[src/hw/lod_pkg.sv]
// shared constants, register map and state layout of the logical-or decode/execute block
package lod_pkg;

   // ****************************************************
   // register map (word indices; the AXI4-Lite byte address is four times the index)
   // ****************************************************
   localparam int unsigned ADDR_W     = 8;
   localparam logic [5:0]  IDX_OPWORD = 6'h00;  // operation word, low 16 bits
   localparam logic [5:0]  IDX_EXT    = 6'h01;  // first extension word [31:16], second [15:0]
   localparam logic [5:0]  IDX_SRC    = 6'h02;  // source operand fetched by the bus unit
   localparam logic [5:0]  IDX_DST    = 6'h03;  // destination operand (register or memory value)
   localparam logic [5:0]  IDX_CTRL   = 6'h04;  // write bit 0 to execute, reads zero
   localparam logic [5:0]  IDX_CCR    = 6'h05;  // condition codes X N Z V C in bits 4..0
   localparam logic [5:0]  IDX_RESULT = 6'h06;  // value to write back to the destination
   localparam logic [5:0]  IDX_STATUS = 6'h07;  // decode outcome, read only

   // status field positions
   localparam int unsigned ST_DONE    = 0;
   localparam int unsigned ST_ILLEGAL = 1;
   localparam int unsigned ST_TO_REG  = 2;
   localparam int unsigned ST_DREG    = 3;      // 3 bits
   localparam int unsigned ST_SIZE    = 6;      // 2 bits
   localparam int unsigned ST_NWORDS  = 8;      // 2 bits
   localparam int unsigned CTRL_GO    = 0;

   // ****************************************************
   // instruction encodings
   // ****************************************************
   localparam logic [3:0] OR_LINE   = 4'hC;     // bits 15-12 of register/memory or
   localparam logic [7:0] ORI_HIGH  = 8'h00;    // bits 15-8 of or_with_immediate_instruction
   localparam logic [7:0] NOT_HIGH  = 8'h46;    // bits 15-8 of ones complement
   localparam logic [1:0] SZ_BYTE   = 2'h0;
   localparam logic [1:0] SZ_WORD   = 2'h1;
   localparam logic [1:0] SZ_LONG   = 2'h2;
   localparam logic [1:0] SZ_BAD    = 2'h3;
   localparam logic [2:0] M_DREG    = 3'h0;     // data_register direct
   localparam logic [2:0] M_AREG    = 3'h1;     // address_register direct
   localparam logic [2:0] M_IND     = 3'h2;     // lowest indirect mode
   localparam logic [2:0] M_IDX     = 3'h6;     // highest address-register based mode
   localparam logic [2:0] M_EXT     = 3'h7;     // absolute, pc-relative, immediate
   localparam logic [2:0] R_ABS_L   = 3'h1;     // last absolute register code
   localparam logic [2:0] R_IMM     = 3'h4;     // immediate register code
   localparam logic [1:0] RESP_OK   = 2'h0;
   localparam logic [1:0] RESP_ERR  = 2'h2;

   typedef enum logic [1:0] {K_NONE, K_OR, K_ORI, K_NOT} lod_kind_e;

   // ****************************************************
   // whole state of the block
   // ****************************************************
   typedef struct packed {
      logic [15:0]       opword;
      logic [31:0]       ext;
      logic [31:0]       src;
      logic [31:0]       dst;
      logic [4:0]        ccr;
      logic [31:0]       result;
      logic              done;
      logic              illegal;
      logic              to_reg;
      logic [2:0]        dreg;
      logic [1:0]        size;
      logic [1:0]        nwords;
      logic              go;
      logic              aw_have;
      logic [ADDR_W-1:0] awaddr;
      logic              w_have;
      logic [31:0]       wdata;
      logic [3:0]        wstrb;
      logic              awready;
      logic              wready;
      logic              bvalid;
      logic [1:0]        bresp;
      logic              arready;
      logic              rvalid;
      logic [31:0]       rdata;
      logic [1:0]        rresp;
   } lod_state_s;

   localparam lod_state_s ST_RESET = '{awready: 1'b1, wready: 1'b1, arready: 1'b1, default: '0};

endpackage
[src/hw/lod_core.sv]
// decode and execution of the inclusive-or, or-immediate and ones-complement operations
//
// Our own choices: the address map and the AXI4-Lite interface to the registers.
`timescale 1ns/1ps
// What this block does
// RULE1 - register/memory or combines source and destination at byte, word or long
// RULE2 - an address_register is never accepted as either or operand
// RULE3 - after or: X kept, N from top bit, Z on zero, V and C cleared
// RULE4 - bits 11-9 name the data_register; opmode picks size and destination side
// RULE5 - or source effective address accepts data modes only, immediate included
// RULE6 - or destination effective address accepts memory alterable modes only
// RULE7 - software encodes data_register destinations with the register-destination opmode
// RULE8 - or_with_immediate_instruction ors the immediate into the destination at operation size
// RULE9 - or_with_immediate_instruction has bits 15-8 zero; bits 7-6 give the size
// RULE10 - immediate or and complement accept only data alterable destinations
// RULE11 - immediate comes from following words: low byte, one word, or two words
// RULE12 - complement inverts the destination; flags as for or
// RULE13 - size 11 or an excluded mode is reported as illegal instruction
// RULE14 - byte or word register destinations keep the untouched upper register bits
module lod_core
   import lod_pkg::*;
(
   input  wire logic              aclk,
   input  wire logic              aresetn,
   input  wire logic [ADDR_W-1:0] s_axi_awaddr,
   input  wire logic              s_axi_awvalid,
   output logic                   s_axi_awready,
   input  wire logic [31:0]       s_axi_wdata,
   input  wire logic [3:0]        s_axi_wstrb,
   input  wire logic              s_axi_wvalid,
   output logic                   s_axi_wready,
   output logic [1:0]             s_axi_bresp,
   output logic                   s_axi_bvalid,
   input  wire logic              s_axi_bready,
   input  wire logic [ADDR_W-1:0] s_axi_araddr,
   input  wire logic              s_axi_arvalid,
   output logic                   s_axi_arready,
   output logic [31:0]            s_axi_rdata,
   output logic [1:0]             s_axi_rresp,
   output logic                   s_axi_rvalid,
   input  wire logic              s_axi_rready
);

   // ****************************************************
   // helpers
   // ****************************************************

   // mask of the bits an operation of the given size touches
   function automatic logic [31:0] size_mask(input logic [1:0] sz);
      case (sz)
         SZ_BYTE: size_mask = 32'h0000_00FF;
         SZ_WORD: size_mask = 32'h0000_FFFF;
         default: size_mask = 32'hFFFF_FFFF;
      endcase
   endfunction

   // sign bit of a value at the given size
   function automatic logic top_bit(input logic [31:0] v, input logic [1:0] sz);
      case (sz)
         SZ_BYTE: top_bit = v[7];
         SZ_WORD: top_bit = v[15];
         default: top_bit = v[31];
      endcase
   endfunction

   // byte-lane merge of a bus write
   function automatic logic [31:0] lane_merge(input logic [31:0] old, input logic [31:0] d,
                                              input logic [3:0] be);
      for (int i = 0; i < 4; i++)
         lane_merge[8*i +: 8] = be[i] ? d[8*i +: 8] : old[8*i +: 8];
   endfunction

   lod_state_s st;
   lod_state_s next_st;

   // decode of the held operation word
   lod_kind_e   d_kind;
   logic [1:0]  d_size;
   logic [2:0]  d_mode;
   logic [2:0]  d_reg;
   logic        d_to_reg;
   logic        d_legal;
   logic        d_imm_src;
   logic        d_memalt;
   logic        d_dalt;
   logic        d_datasrc;
   logic [31:0] d_imm;
   logic [31:0] d_raw;
   logic [31:0] d_result;

   // ****************************************************
   // decode and arithmetic
   // ****************************************************

   // mode legality and operation selection
   always_comb
   begin
      d_mode    = st.opword[5:3];
      d_reg     = st.opword[2:0];
      d_size    = st.opword[7:6];
      d_to_reg  = 1'b0;
      // RULE6 memory alterable set
      d_memalt  = (d_mode >= M_IND && d_mode <= M_IDX) || (d_mode == M_EXT && d_reg <= R_ABS_L);
      // RULE10 data alterable adds data_register direct only
      d_dalt    = (d_mode == M_DREG) || d_memalt;
      // RULE5 data modes: all but address_register direct and unused mode 7 codes
      d_datasrc = (d_mode != M_AREG) && (d_mode != M_EXT || d_reg <= R_IMM);
      d_imm_src = 1'b0;
      d_kind    = K_NONE;
      d_legal   = 1'b0;
      // RULE4 opmode bit 8 picks the side, bits 7-6 the size
      if (st.opword[15:12] == OR_LINE && d_size != SZ_BAD)
      begin
         d_kind    = K_OR;
         d_to_reg  = !st.opword[8];
         // RULE2 address_register refused on both sides
         d_legal   = d_to_reg ? d_datasrc : d_memalt;
         d_imm_src = d_to_reg && d_mode == M_EXT && d_reg == R_IMM;
      end
      // RULE9 immediate form recognised by a zero upper byte
      else if (st.opword[15:8] == ORI_HIGH && d_size != SZ_BAD)
      begin
         d_kind    = K_ORI;
         d_legal   = d_dalt;
         d_imm_src = 1'b1;
         d_to_reg  = d_mode == M_DREG;
      end
      else if (st.opword[15:8] == NOT_HIGH && d_size != SZ_BAD)
      begin
         d_kind   = K_NOT;
         d_legal  = d_dalt;
         d_to_reg = d_mode == M_DREG;
      end
   end

   // operand selection and result; at byte and word size the upper bits come from the old destination
   always_comb
   begin
      // RULE11 byte is the low byte of the first word, long spans both words
      case (d_size)
         SZ_BYTE: d_imm = {24'h00_0000, st.ext[23:16]};
         SZ_WORD: d_imm = {16'h0000, st.ext[31:16]};
         default: d_imm = st.ext;
      endcase
      case (d_kind)
         // RULE1 or of source and destination
         K_OR:    d_raw = (d_imm_src ? d_imm : st.src) | st.dst;
         // RULE8 immediate ored into destination
         K_ORI:   d_raw = d_imm | st.dst;
         // RULE12 ones complement of destination
         K_NOT:   d_raw = ~st.dst;
         default: d_raw = st.dst;
      endcase
      // RULE14 only the sized low part is replaced
      d_result = (d_raw & size_mask(d_size)) | (st.dst & ~size_mask(d_size));
   end

   // ****************************************************
   // bus slave and execution
   // ****************************************************

   // next state: bus writes first, execution results override them
   always_comb
   begin
      logic              aw_ok;
      logic              w_ok;
      logic [ADDR_W-1:0] wa;
      logic [31:0]       wd;
      logic [3:0]        ws;
      logic [31:0]       merged;
      aw_ok   = 1'b0;
      w_ok    = 1'b0;
      wa      = '0;
      wd      = '0;
      ws      = '0;
      merged  = '0;
      next_st = st;
      next_st.go = 1'b0;
      // address and data are taken in either order and held until both are in
      if (s_axi_awvalid && st.awready)
      begin
         next_st.aw_have = 1'b1;
         next_st.awaddr  = s_axi_awaddr;
      end
      if (s_axi_wvalid && st.wready)
      begin
         next_st.w_have = 1'b1;
         next_st.wdata  = s_axi_wdata;
         next_st.wstrb  = s_axi_wstrb;
      end
      if (s_axi_bvalid && s_axi_bready)
         next_st.bvalid = 1'b0;
      aw_ok = next_st.aw_have;
      w_ok  = next_st.w_have;
      wa    = next_st.awaddr;
      wd    = next_st.wdata;
      ws    = next_st.wstrb;
      if (aw_ok && w_ok && !next_st.bvalid)
      begin
         next_st.aw_have = 1'b0;
         next_st.w_have  = 1'b0;
         next_st.bvalid  = 1'b1;
         next_st.bresp   = RESP_OK;
         case (wa[ADDR_W-1:2])
            // narrow registers merge through a full word, then keep their own bits
            IDX_OPWORD:
            begin
               merged         = lane_merge({16'h0000, st.opword}, wd, ws);
               next_st.opword = merged[15:0];
            end
            IDX_EXT:    next_st.ext    = lane_merge(st.ext, wd, ws);
            IDX_SRC:    next_st.src    = lane_merge(st.src, wd, ws);
            IDX_DST:    next_st.dst    = lane_merge(st.dst, wd, ws);
            IDX_CCR:
            begin
               merged      = lane_merge({27'h0, st.ccr}, wd, ws);
               next_st.ccr = merged[4:0];
            end
            IDX_CTRL:
            begin
               next_st.go   = wd[CTRL_GO] && ws[0];
               next_st.done = next_st.go ? 1'b0 : st.done;
            end
            IDX_RESULT, IDX_STATUS: ;   // read only, write ignored
            default:    next_st.bresp  = RESP_ERR;
         endcase
      end
      next_st.awready = !next_st.aw_have && !next_st.bvalid;
      next_st.wready  = !next_st.w_have && !next_st.bvalid;
      // read channel: one read at a time, answer held until rready
      if (s_axi_rvalid && s_axi_rready)
         next_st.rvalid = 1'b0;
      if (s_axi_arvalid && st.arready)
      begin
         next_st.rvalid = 1'b1;
         next_st.rresp  = RESP_OK;
         case (s_axi_araddr[ADDR_W-1:2])
            IDX_OPWORD: next_st.rdata = {16'h0000, st.opword};
            IDX_EXT:    next_st.rdata = st.ext;
            IDX_SRC:    next_st.rdata = st.src;
            IDX_DST:    next_st.rdata = st.dst;
            IDX_CTRL:   next_st.rdata = 32'h0000_0000;
            IDX_CCR:    next_st.rdata = {27'h000_0000, st.ccr};
            IDX_RESULT: next_st.rdata = st.result;
            IDX_STATUS: next_st.rdata = {22'h00_0000, st.nwords, st.size, st.dreg,
                                         st.to_reg, st.illegal, st.done};
            default:
            begin
               next_st.rdata = 32'h0000_0000;
               next_st.rresp = RESP_ERR;
            end
         endcase
      end
      next_st.arready = !next_st.rvalid;
      // execution one cycle after the go write; done is set here and wins over software
      if (st.go)
      begin
         next_st.done    = 1'b1;
         // RULE13 anything outside the three forms is flagged; status fields update, result and ccr keep their values
         next_st.illegal = !d_legal;
         next_st.size    = d_size;
         next_st.dreg    = st.opword[11:9];
         next_st.to_reg  = d_to_reg;
         next_st.nwords  = !d_imm_src ? 2'h0 : (d_size == SZ_LONG ? 2'h2 : 2'h1);
         if (d_legal)
         begin
            next_st.result = d_result;
            // RULE3 flags: X kept, V and C cleared
            next_st.ccr    = {st.ccr[4], top_bit(d_result, d_size),
                              (d_result & size_mask(d_size)) == 32'h0000_0000, 2'h0};
         end
      end
   end

   // single register for the whole state
   always_ff @(posedge aclk)
   begin
      if (!aresetn)
         st <= ST_RESET;
      else
         st <= next_st;
   end

   assign s_axi_awready = st.awready;
   assign s_axi_wready  = st.wready;
   assign s_axi_bvalid  = st.bvalid;
   assign s_axi_bresp   = st.bresp;
   assign s_axi_arready = st.arready;
   assign s_axi_rvalid  = st.rvalid;
   assign s_axi_rdata   = st.rdata;
   assign s_axi_rresp   = st.rresp;

   logic ex_ok;
   assign ex_ok = st.go && d_legal;
endmodule // lod_core

[config.mk]
export PLATFORM = sky130hd
export DESIGN_NAME = lod_core
export DESIGN_NICKNAME = d
export VERILOG_FILES = /design/src/hw/lod_pkg.sv /design/src/hw/lod_core.sv
export SDC_FILE = /design/constraint.sdc
export NUM_CORES = 1
export LEC_CHECK = 0
export ABC_AREA = 1
export BUFFER_PORTS_ARGS = -buffer_cell sky130_fd_sc_hd__buf_2
export CAP_MARGIN = 20
export CORE_ASPECT_RATIO = 1.1
export CORE_MARGIN = 8
export CORE_UTILIZATION = 55
export DETAILED_ROUTE_END_ITERATION = 10
export HOLD_SLACK_MARGIN = 0.12
export PLACE_DENSITY = 0.84
export SETUP_SLACK_MARGIN = 0.1
export SYNTH_ARGS = -nofsm -noshare
export SYNTH_HDL_FRONTEND = slang
export SYNTH_SLANG_ARGS = --single-unit
[constraint.sdc]
create_clock -name aclk -period 2.8 [get_ports aclk]
set_input_delay 0.42 -clock aclk [delete_from_list [all_inputs] [get_ports aclk]]
set_output_delay 0.42 -clock aclk [all_outputs]
set_load 0.02 [all_outputs]
== After elaboration in Yosys (flattened, before gate mapping) ==
Index checks and enable logic that the tools add are counted.
W data, S select, Z words.

* Register bits after elaboration: 247
* Latch bits: 0
* RAM bits: 0
* Memory bits (read-only): 0
* Input port bits: 59
* Memories: 0

* Add/sub/neg operators: 0
* Multipliers: 0
* Div/mod/pow operators: 0
* Magnitude comparators: 4
* Eq/ne operators: 27
* Shift-type cells: 0
* Mux-type cells: 40
* Bitwise logic cells: 8
* Reduce and logical (&&, ||, !) cells: 56

{| class="wikitable"
|+ Operators with widths
! operator !! number
|-
| $pmux W32 S7 || 1
|-
| $pmux W32 S2 || 2
|-
| $and A32 B32 Y32 || 3
|-
| $mux W32 || 3
|-
| $or A32 B32 Y32 || 3
|-
| $pmux W32 S3 || 1
|-
| $mux W37 || 2
|-
| $not A32 Y32 || 2
|-
| $eq A6 B3 Y1 const B || 8
|-
| $reduce_and A3 Y1 || 16
|-
| $mux W47 || 1
|-
| $mux W35 || 1
|-
| $logic_not A32 Y1 || 1
|-
| $eq A6 B2 Y1 const B || 4
|-
| $logic_and A1 B1 Y1 || 18
|-
| $mux W1 || 16
|-
| $reduce_or A8 Y1 || 2
|-
| $mux W5 || 3
|-
| $mux W2 || 7
|-
| $eq A6 B1 Y1 const B || 2
|-
| $logic_not A6 Y1 || 2
|-
| $mux W9 || 1
|-
| $eq A8 B7 Y1 const B || 1
|-
| $logic_not A8 Y1 || 1
|-
| other kinds (18) || 34
|}

== Depth between registers and ports, before layout ==
Gate-level depths: netlist of run 1.

* Depth after elaboration: 13
* Gate-level depth with buffers: 23
* Mapped depth without buffers: 21

== Worst setup path after synthesis of run 1 ==
No wires, ideal clock.

* Kind: reg-to-reg
* Start: register st, in the netlist d_size[0]
* End: register st[132] (netlist name)
* Library setup time: 0.112 ns
* Arrival time: 2.351 ns
* Path slack: 0.337 ns
* Cell stages (with the launch flop): 24
* Period minus slack after synthesis: 2.463 ns
* Cells stage by stage: dfxtp_1 > nand2_1 > nand2_1 > inv_2 > nand2_4 > buf_2 > nand2_1 > inv_1 > ha_1 > buf_2 > inv_1 > nand2_1 > clkbuf_1 > a21oi_1 > nand2_1 > nand2_1 > nand2_1 > nor2_1 > nand2_1 > nand2_1 > nand2_1 > clkinv_1 > nand2_1 > nand2_1

* Word-level cells in the longest chain between the ends: 13
* Elaborated cells on any way between the ends: 33

{| class="wikitable"
|+ RTL lines
! item !! RTL line !! text
|-
| from (decl) || lod_core.sv:73 || <nowiki>lod_state_s st;</nowiki>
|-
| from (signal assigned) || lod_core.sv:281 || <nowiki>st <= next_st;</nowiki>
|-
| $ne A2 B2 Y1 || lod_core.sv:112, lod_core.sv:121, lod_core.sv:128 ||
|-
| $logic_and A1 B1 Y1 (on tied branches) || lod_core.sv:128, lod_core.sv:121 ||
|-
| $mux W2 / $mux W1 (equally long branches) || lod_core.sv:128, lod_core.sv:121 ||
|-
| $mux W2 / $mux W1 (equally long branches) || lod_core.sv:121, lod_core.sv:112 ||
|-
| $mux W2 / $mux W32 (equally long branches) || lod_core.sv:112, lod_core.sv:147 ||
|-
| $eq A2 B2 Y1 (tied with other cells) || lod_core.sv:145 || <nowiki>case (d_kind)</nowiki>
|-
| $pmux W32 S3 || lod_core.sv:145 ||
|-
| $and A32 B32 Y32 || lod_core.sv:155 || <nowiki>d_result = (d_raw & size_mask(d_size)) | (st.dst & ~size_mask(d_size));</nowiki>
|-
| $or A32 B32 Y32 || lod_core.sv:155 ||
|-
| $and A32 B32 Y32 || lod_core.sv:270 || <nowiki>(d_result & size_mask(d_size)) == 32'h0000_0000, 2'h0};</nowiki>
|-
| $logic_not A32 Y1 || lod_core.sv:270 ||
|-
| $mux W37 * || lod_core.sv:265 || <nowiki>if (d_legal)</nowiki>
|-
| $mux W47 * || lod_core.sv:256 || <nowiki>if (st.go)</nowiki>
|}

Every way passes the cells marked *; elsewhere a longest branch is shown, timed or not. The select of a mux whose other input is x is not followed.
A chain may end at the register's enable or synchronous reset.

== Worst setup path after layout of run 1 ==
* Start: register st[243] (netlist name)
* End: register st[132] (netlist name)

* Word-level cells in the longest chain between the ends: 13
* Elaborated cells on any way between the ends: 26

{| class="wikitable"
|+ RTL lines
! item !! RTL line
|-
| $eq A8 B7 Y1 / $logic_not A8 Y1 (equally long branches) || lod_core.sv:128, lod_core.sv:121
|-
| $logic_and A1 B1 Y1 (on tied branches) || lod_core.sv:128, lod_core.sv:121
|-
| $mux W2 / $mux W1 (equally long branches) || lod_core.sv:128, lod_core.sv:121
|-
| $mux W2 / $mux W1 (equally long branches) || lod_core.sv:121, lod_core.sv:112
|-
| $mux W2 / $mux W32 (equally long branches) || lod_core.sv:112, lod_core.sv:147
|-
| $eq A2 B2 Y1 (tied with other cells) || lod_core.sv:145
|-
| $pmux W32 S3 || lod_core.sv:145
|-
| $and A32 B32 Y32 || lod_core.sv:155
|-
| $or A32 B32 Y32 || lod_core.sv:155
|-
| $and A32 B32 Y32 || lod_core.sv:270
|-
| $logic_not A32 Y1 || lod_core.sv:270
|-
| $mux W37 * || lod_core.sv:265
|-
| $mux W47 * || lod_core.sv:256
|}

Marked as above.

==> results of run 1 <==
[synthesized netlist by cell type, drive strengths merged (6+ instances only)]
library cell	n
a21oi	205
a22oi	6
buf	75
clkbuf	57
dfxtp	243
inv	224
mux2i	6
nand2	306
nand3	77
nand4	33
nor2	86
nor3	6
nor4	7
o21ai	223
o221ai	8
o22ai	60
or2	36
[what timing repair did]
item | CTS | global route
hold buffers | 0 | 0
resized for setup | 0 | 36
setup buffers | 0 | 6
setup endpoints to repair | 0 | 3
[cell type report]
class / count / share of cell area, %
sequential: 243 / 35.6
clock buffer: 34 / 5.18
clock inverter: 10 / 1.50
timing repair buffer: 150 / 7.68
inverter: 227 / 6.31
multi-input combinational: 1081 / 41.1
tap: 290 / 2.65
[cell families (layout without fill, tap and decap cells)]
logic type                 after synthesis  count (layout)  share of synthesized area, %
DFF                                    243             243                          40.7
and+or+nand+nor                        552             552                          21.5
adders and majority gates                3               3                         0.314
AOI/OAI and AO/OA                      518             518                          23.8
other                                    1               2                        0.0314
muxes                                    6               6                         0.503
buffers and inverters                  359             421                          13.1
[metrics by stage]
step / TNS (ns) / std cells
after floorplan: 0 / 1683
after CTS: 0 / 2024
after detailed placement: 0 / 1980
after global placement: 0 / 1980
final: 0 / 2035
after global routing: -0.0811 / 2035
[path summary, 6_finish.rpt]
kind,start,end,slack [ns],cells past startpoint
setup reg to reg,st[243],st[132],0.09,20
setup / recovery,st[243],st[132],0.09,20
hold / removal,s_axi_awaddr[6],st[84],0.16,3
hold reg to reg,st[96],st[96],0.46,2
[metal layers]
metal	wire (um)	vias up	track usage (%)
li1	-	5638	-
met1	13900	5456	33.3
met2	16200	845	41.3
met3	4760	170	5.30
met4	1980	2	13.0
met5	12	-	0
[worst register-to-register path, cell delays in order, from the launching register on]
cell       delay, ns
dfxtp_4         0.36
nor2_4          0.11
nand2_4         0.08
nor4_4          0.29
buf_4           0.17
nor2_4          0.05
ha_4            0.18
inv_4           0.07
nand3_4         0.15
clkbuf_16       0.24
nand3_2         0.07
nand3_2         0.07
nand2_1         0.06
nand2_1         0.07
nand2_1         0.09
nand2_1         0.08
nor2_1          0.11
nand2_1         0.07
o21ai_2         0.19
nand2_1         0.10
nand2_1         0.07
[power breakdown]
group / switching, mW / internal (mW)
Combinational: 0.877 / 0.373
Sequential: 0.0423 / 3.58
Clock: 1.39 / 2.32
Total: 2.31 / 6.28
[layout by cell type (no fill, tap or decap), types with 3 or more instances in the layout]
cell type    n
nand3_1     67
o21ai_0    176
mux2i_1      6
a21oi_1    196
nand2_2      9
clkinv_2     3
clkbuf_1     4
a21oi_2      9
o22ai_1     60
nand2_1    291
o31ai_1      3
nand3_2      8
nand4_1     33
buf_2       93
o21ai_1     36
o221ai_1     8
buf_4       45
inv_4        4
nor3_4       3
inv_1      205
a22oi_1      6
inv_2       15
dfxtp_1    240
nor3_1       3
or2_2       32
nor4_4       5
nor2_1      76
o21ai_2     10
nor2_4       4
buf_12       5
clkbuf_16   30
clkbuf_8     5
o2111ai_1    4
nor2_2       6
nand2_4      6
bufinv_16    6
==> reports/results.txt, run 1 <==
status -> finished clean
EDFF count, synth -> 0
pre-CTS WS -> 0.129 ns
Die H -> 171 um
WS Path Type -> reg -> reg
sequential fraction of the synthesis area -> 40.7%
DIE WIDTH -> 156 um
initial antenna violation count -> 1
P_leak -> 5.65 nW
TritonCTS Buffers -> 25
CP max-delay cell -> dfxtp_4
Max stage delay on crit path -> 0.36 ns
Multi-input gate area -> 5620 um^2
maximum vdd ir drop -> 0.470 mV
clk slew on worst S/H paths -> 0.06 ns
register with the most flip-flops -> st
actual slew at the worst max-slew pin -> 0.767 ns
GRT Total Usage -> 26.1%
Worst EP required -> 3.27 ns
Max Fclk -> 369 MHz
Placement Rows -> 56
crit path setup slack, layout -> 0.0881 ns
ys flop type -> dfxtp_1
io pins -> 100
Mapped Area -> 11,900 um^2
core area -> 21,300 um^2
Num Clock Sinks -> 243
CP Max Fanout -> 8
clk_lat worst skew -> 0.53 ns
Root Buffer -> clkbuf_16
fillcell total -> 1,851
cell taking the most area after synthesis -> dfxtp_1
CTS tree -> yes
total power -> 8.59 mW
Clock Path Buffers -> 3
part of the cycle the worst path needs -> 96.9%
DR vias/cell -> 5.95
total grt overflow -> 0
Vias -> 12.1k
number of port buffers -> 93
Cells after Synth -> 1,682
Avg WL per Cell -> 18.1 um
Bufs and invs on worst path -> 3
power per cell area -> 628 nW/um^2
WL final -> 36.8 mm
delay-heaviest family, CP -> simple AND/OR/NAND/NOR gates
DRT Pass-1 Iters -> 7
Post-DRT Antenna Nets -> 0
fraction of registers with async set/reset -> 0%
Synth cell types -> 50
min Tclk post-route -> 2.71 ns
startpoint types -> register
Antenna diodes -> 0
CP endpoint kind -> register
fraction of final layout cells with drive strength greater than 1 -> 17.8%
area share of the largest cell type after synthesis -> 40.7%
FF+latch count, synth -> 243
RSZ-0062 raised after global routing -> true
area grow syn2layout -> 14.6%
detailed-placement wirelength estimate -> 24.2 mm
Initial Util -> 56.1%
crit-path cells -> nor2_4, nand2_4, nor4_4, buf_4, nor2_4, ha_4, inv_4, nand3_4, clkbuf_16, nand3_2, nand3_2, nand2_1, nand2_1, nand2_1, nand2_1, nor2_1, nand2_1, o21ai_2, nand2_1, nand2_1
max reg flops -> 196
via count of the first global-routing pass -> 11.0k
Slew headroom -> 48.8%
Max Cap Viol -> 0
HP Class -> in -> reg
largest net degree at the start of global routing -> 125
global-route wire length before repair -> 56.8 mm
placement-stage cell area -> 12,500 um^2
Synth warnings -> 0
Synth area leaders -> dfxtp_1 41%, nand2_1 9.4%, a21oi_1 8.3%, o21ai_0 7.4%, inv_1 6.6%
Final nets -> 1,790
number of setup violations in the final report -> 0
fin util -> 64.2%
full die area -> 26,700 um^2
crit path DAT -> 3.18 ns
DRC -> 0
placer congestion estimate -> 0.931
1st-iter DRT viols -> 1,680
H-tree levels -> 1
fin area -> 13,700 um^2
FF+latch area -> 4870 um^2
Final Hold Slack -> 0.162 ns
Fin. Hold Viols -> 0
Setup Skew -> 0.0112 ns
Pins Over Slew Limit -> 0
Crit path top cell by count -> nand2_1
Syn Area/Cell -> 7.10 um^2
Note: power is estimated with default switching activity, not from simulation.
==> run 2, diff against run 1 <==
Settings changed: CELL_PAD_IN_SITES_DETAIL_PLACEMENT from default to 0, CELL_PAD_IN_SITES_GLOBAL_PLACEMENT from default to 1, CORE_MARGIN 8 to 3, CORE_UTILIZATION 55 to 44, PLACE_DENSITY 0.84 to 0.9.
==> run 2 against run 1 <==
Critical path depth did not move. Power fell by 1.4%. Via count fell by 3.7%. Sequential share of layout area fell by 0.69 points. Critical path type unchanged. Critical endpoint unchanged. Largest power group is now registers.
==> reports/results.txt, run 2 (synthesis gave the netlist of run 1 again) <==
DRC -> 0
P_leak -> 5.71 nW
fin area -> 13,900 um^2
actual slew at the worst max-slew pin -> 0.929 ns
total power -> 8.47 mW
Post-DRT Antenna Nets -> 0
crit path DAT -> 3.13 ns
WL final -> 38.4 mm
pre-CTS WS -> -0.134 ns
detailed-placement wirelength estimate -> 25.6 mm
Max Fclk -> 378 MHz
Antenna diodes -> 0
Pins Over Slew Limit -> 0
HP Class -> in -> reg
DRT Pass-1 Iters -> 7
H-tree levels -> 1
Vias -> 11.7k
Clock Path Buffers -> 3
most common library cell in the layout ignoring fill and taps -> nand2_1
CTS tree -> yes
Avg WL per Cell -> 18.1 um
area grow syn2layout -> 16.8%
CP Max Fanout -> 8
DIE WIDTH -> 163 um
DR vias/cell -> 5.51
RSZ-0062 raised after global routing -> true
dpl cells -> 2,058
global-route wire length before repair -> 57.5 mm
number of setup violations in the final report -> 0
Finished Layout Cells -> 2,117
fraction of final layout cells with drive strength greater than 1 -> 19.3%
WS Path Type -> reg -> reg
fillcell total -> 2,616
Num Clock Sinks -> 243
Max Cap Viol -> 0
full die area -> 29,100 um^2
power per cell area -> 607 nW/um^2
register with the most flip-flops -> st
io pins -> 100
commonest cells after routing, fill and taps aside -> 289 x nand2_1, 240 x dfxtp_1, 207 x inv_1
CP endpoint kind -> register
min Tclk post-route -> 2.65 ns
Worst EP required -> 3.28 ns
placement-stage cell area -> 12,700 um^2
TritonCTS Buffers -> 27
GRT Total Usage -> 24.9%
max reg flops -> 196
via count of the first global-routing pass -> 10.5k
maximum vdd ir drop -> 0.510 mV
1st-iter DRT viols -> 1,081
Die H -> 179 um
placer congestion estimate -> 0.925
Placement Rows -> 62
Fin. Hold Viols -> 0
Initial Util -> 45.3%
status -> finished clean
initial antenna violation count -> 0
crit path setup slack, layout -> 0.155 ns
Root Buffer -> clkbuf_16
startpoint types -> register
total grt overflow -> 0
largest net degree at the start of global routing -> 125
clk slew on worst S/H paths -> 0.06 ns
part of the cycle the worst path needs -> 94.5%
Slew headroom -> 37.5%
Final Hold Slack -> 0.146 ns
core area -> 26,400 um^2
Setup Skew -> 0.0151 ns
clk_lat worst skew -> 0.54 ns
Final nets -> 1,809
number of port buffers -> 93
==> run 2: cell types whose count changed in the layout (fill, tap and decap cells not counted), sizes merged <==
cell	delta
dlygate4sd3	+1
bufinv	-4
clkbuf	+7
buf	+16
==> run 2: critical path, cell delays in order (launching register included) <==
cell       delay, ns
dfxtp_2         0.33
nor2_2          0.13
nand2_2         0.09
nor4_4          0.25
buf_4           0.18
nor2_4          0.04
ha_4            0.16
inv_4           0.07
nand3_4         0.16
clkbuf_16       0.24
nand3_4         0.06
nand3_2         0.08
nand2_1         0.08
nand2_2         0.05
nand2_1         0.05
nand2_1         0.07
nor2_2          0.12
nand2_1         0.08
o21ai_2         0.19
nand2_1         0.09
nand2_1         0.06
==> run 2: stage by stage <==
step | utilization (%) | setup TNS (ns)
floorplan | - | 0
global placement | 48.1 | -0.532
detailed placement | 48.1 | -0.321
CTS | 51.5 | 0
global route | 52.9 | 0
finish | 52.9 | 0
==> run 2: area by class of cell <==
type	instances	area (um^2)	area share, %
Multi-Input combinational cell	1081	5680	40.7
Clock inverter	6	85.1	0.610
Inverter	227	863	6.19
Clock buffer	41	798	5.72
Sequential cell	243	4870	34.9
Timing Repair Buffer	167	1210	8.68
Tap cell	352	440	3.16
==> run 2: per-layer routing <==
metal / GRT usage (%) / up-vias / share of wire [%] / routed length [um]
met1: 35.7 / 5310 / 44 / 17000
met4: 9.06 / 0 / 3.7 / 1420
met5: 0 / - / 0 / 0
met2: 37.8 / 571 / 42 / 16300
met3: 3.86 / 100 / 9.6 / 3700
li1: - / 5677 / - / -
==> run 2: final timing paths <==
check                  start              end  slack [ns]  cells past startpoint
max                  st[244]          st[132]        0.15                     20
min          s_axi_awaddr[7]           st[85]        0.15                      3
max reg2reg          st[244]          st[132]        0.15                     20
min reg2reg  s_axi_rdata[19]  s_axi_rdata[19]        0.46                      2
==> run 2: what timing repair did <==
action,in CTS,in global routing
resized for setup,2,50
hold buffers,1,0
setup buffers,0,5
hold endpoints to repair,1,0
cloned,0,6
setup endpoints to repair,1,2
pin swaps,0,21
==> run 2: power breakdown <==
part	switching (mW)	total, mW	internal, mW	leakage [nW]
Clock	1.42	3.55	2.13	0.428
Sequential	0.0416	3.63	3.59	1.97
Combinational	0.898	1.29	0.389	3.32
Total	2.36	8.47	6.11	5.71
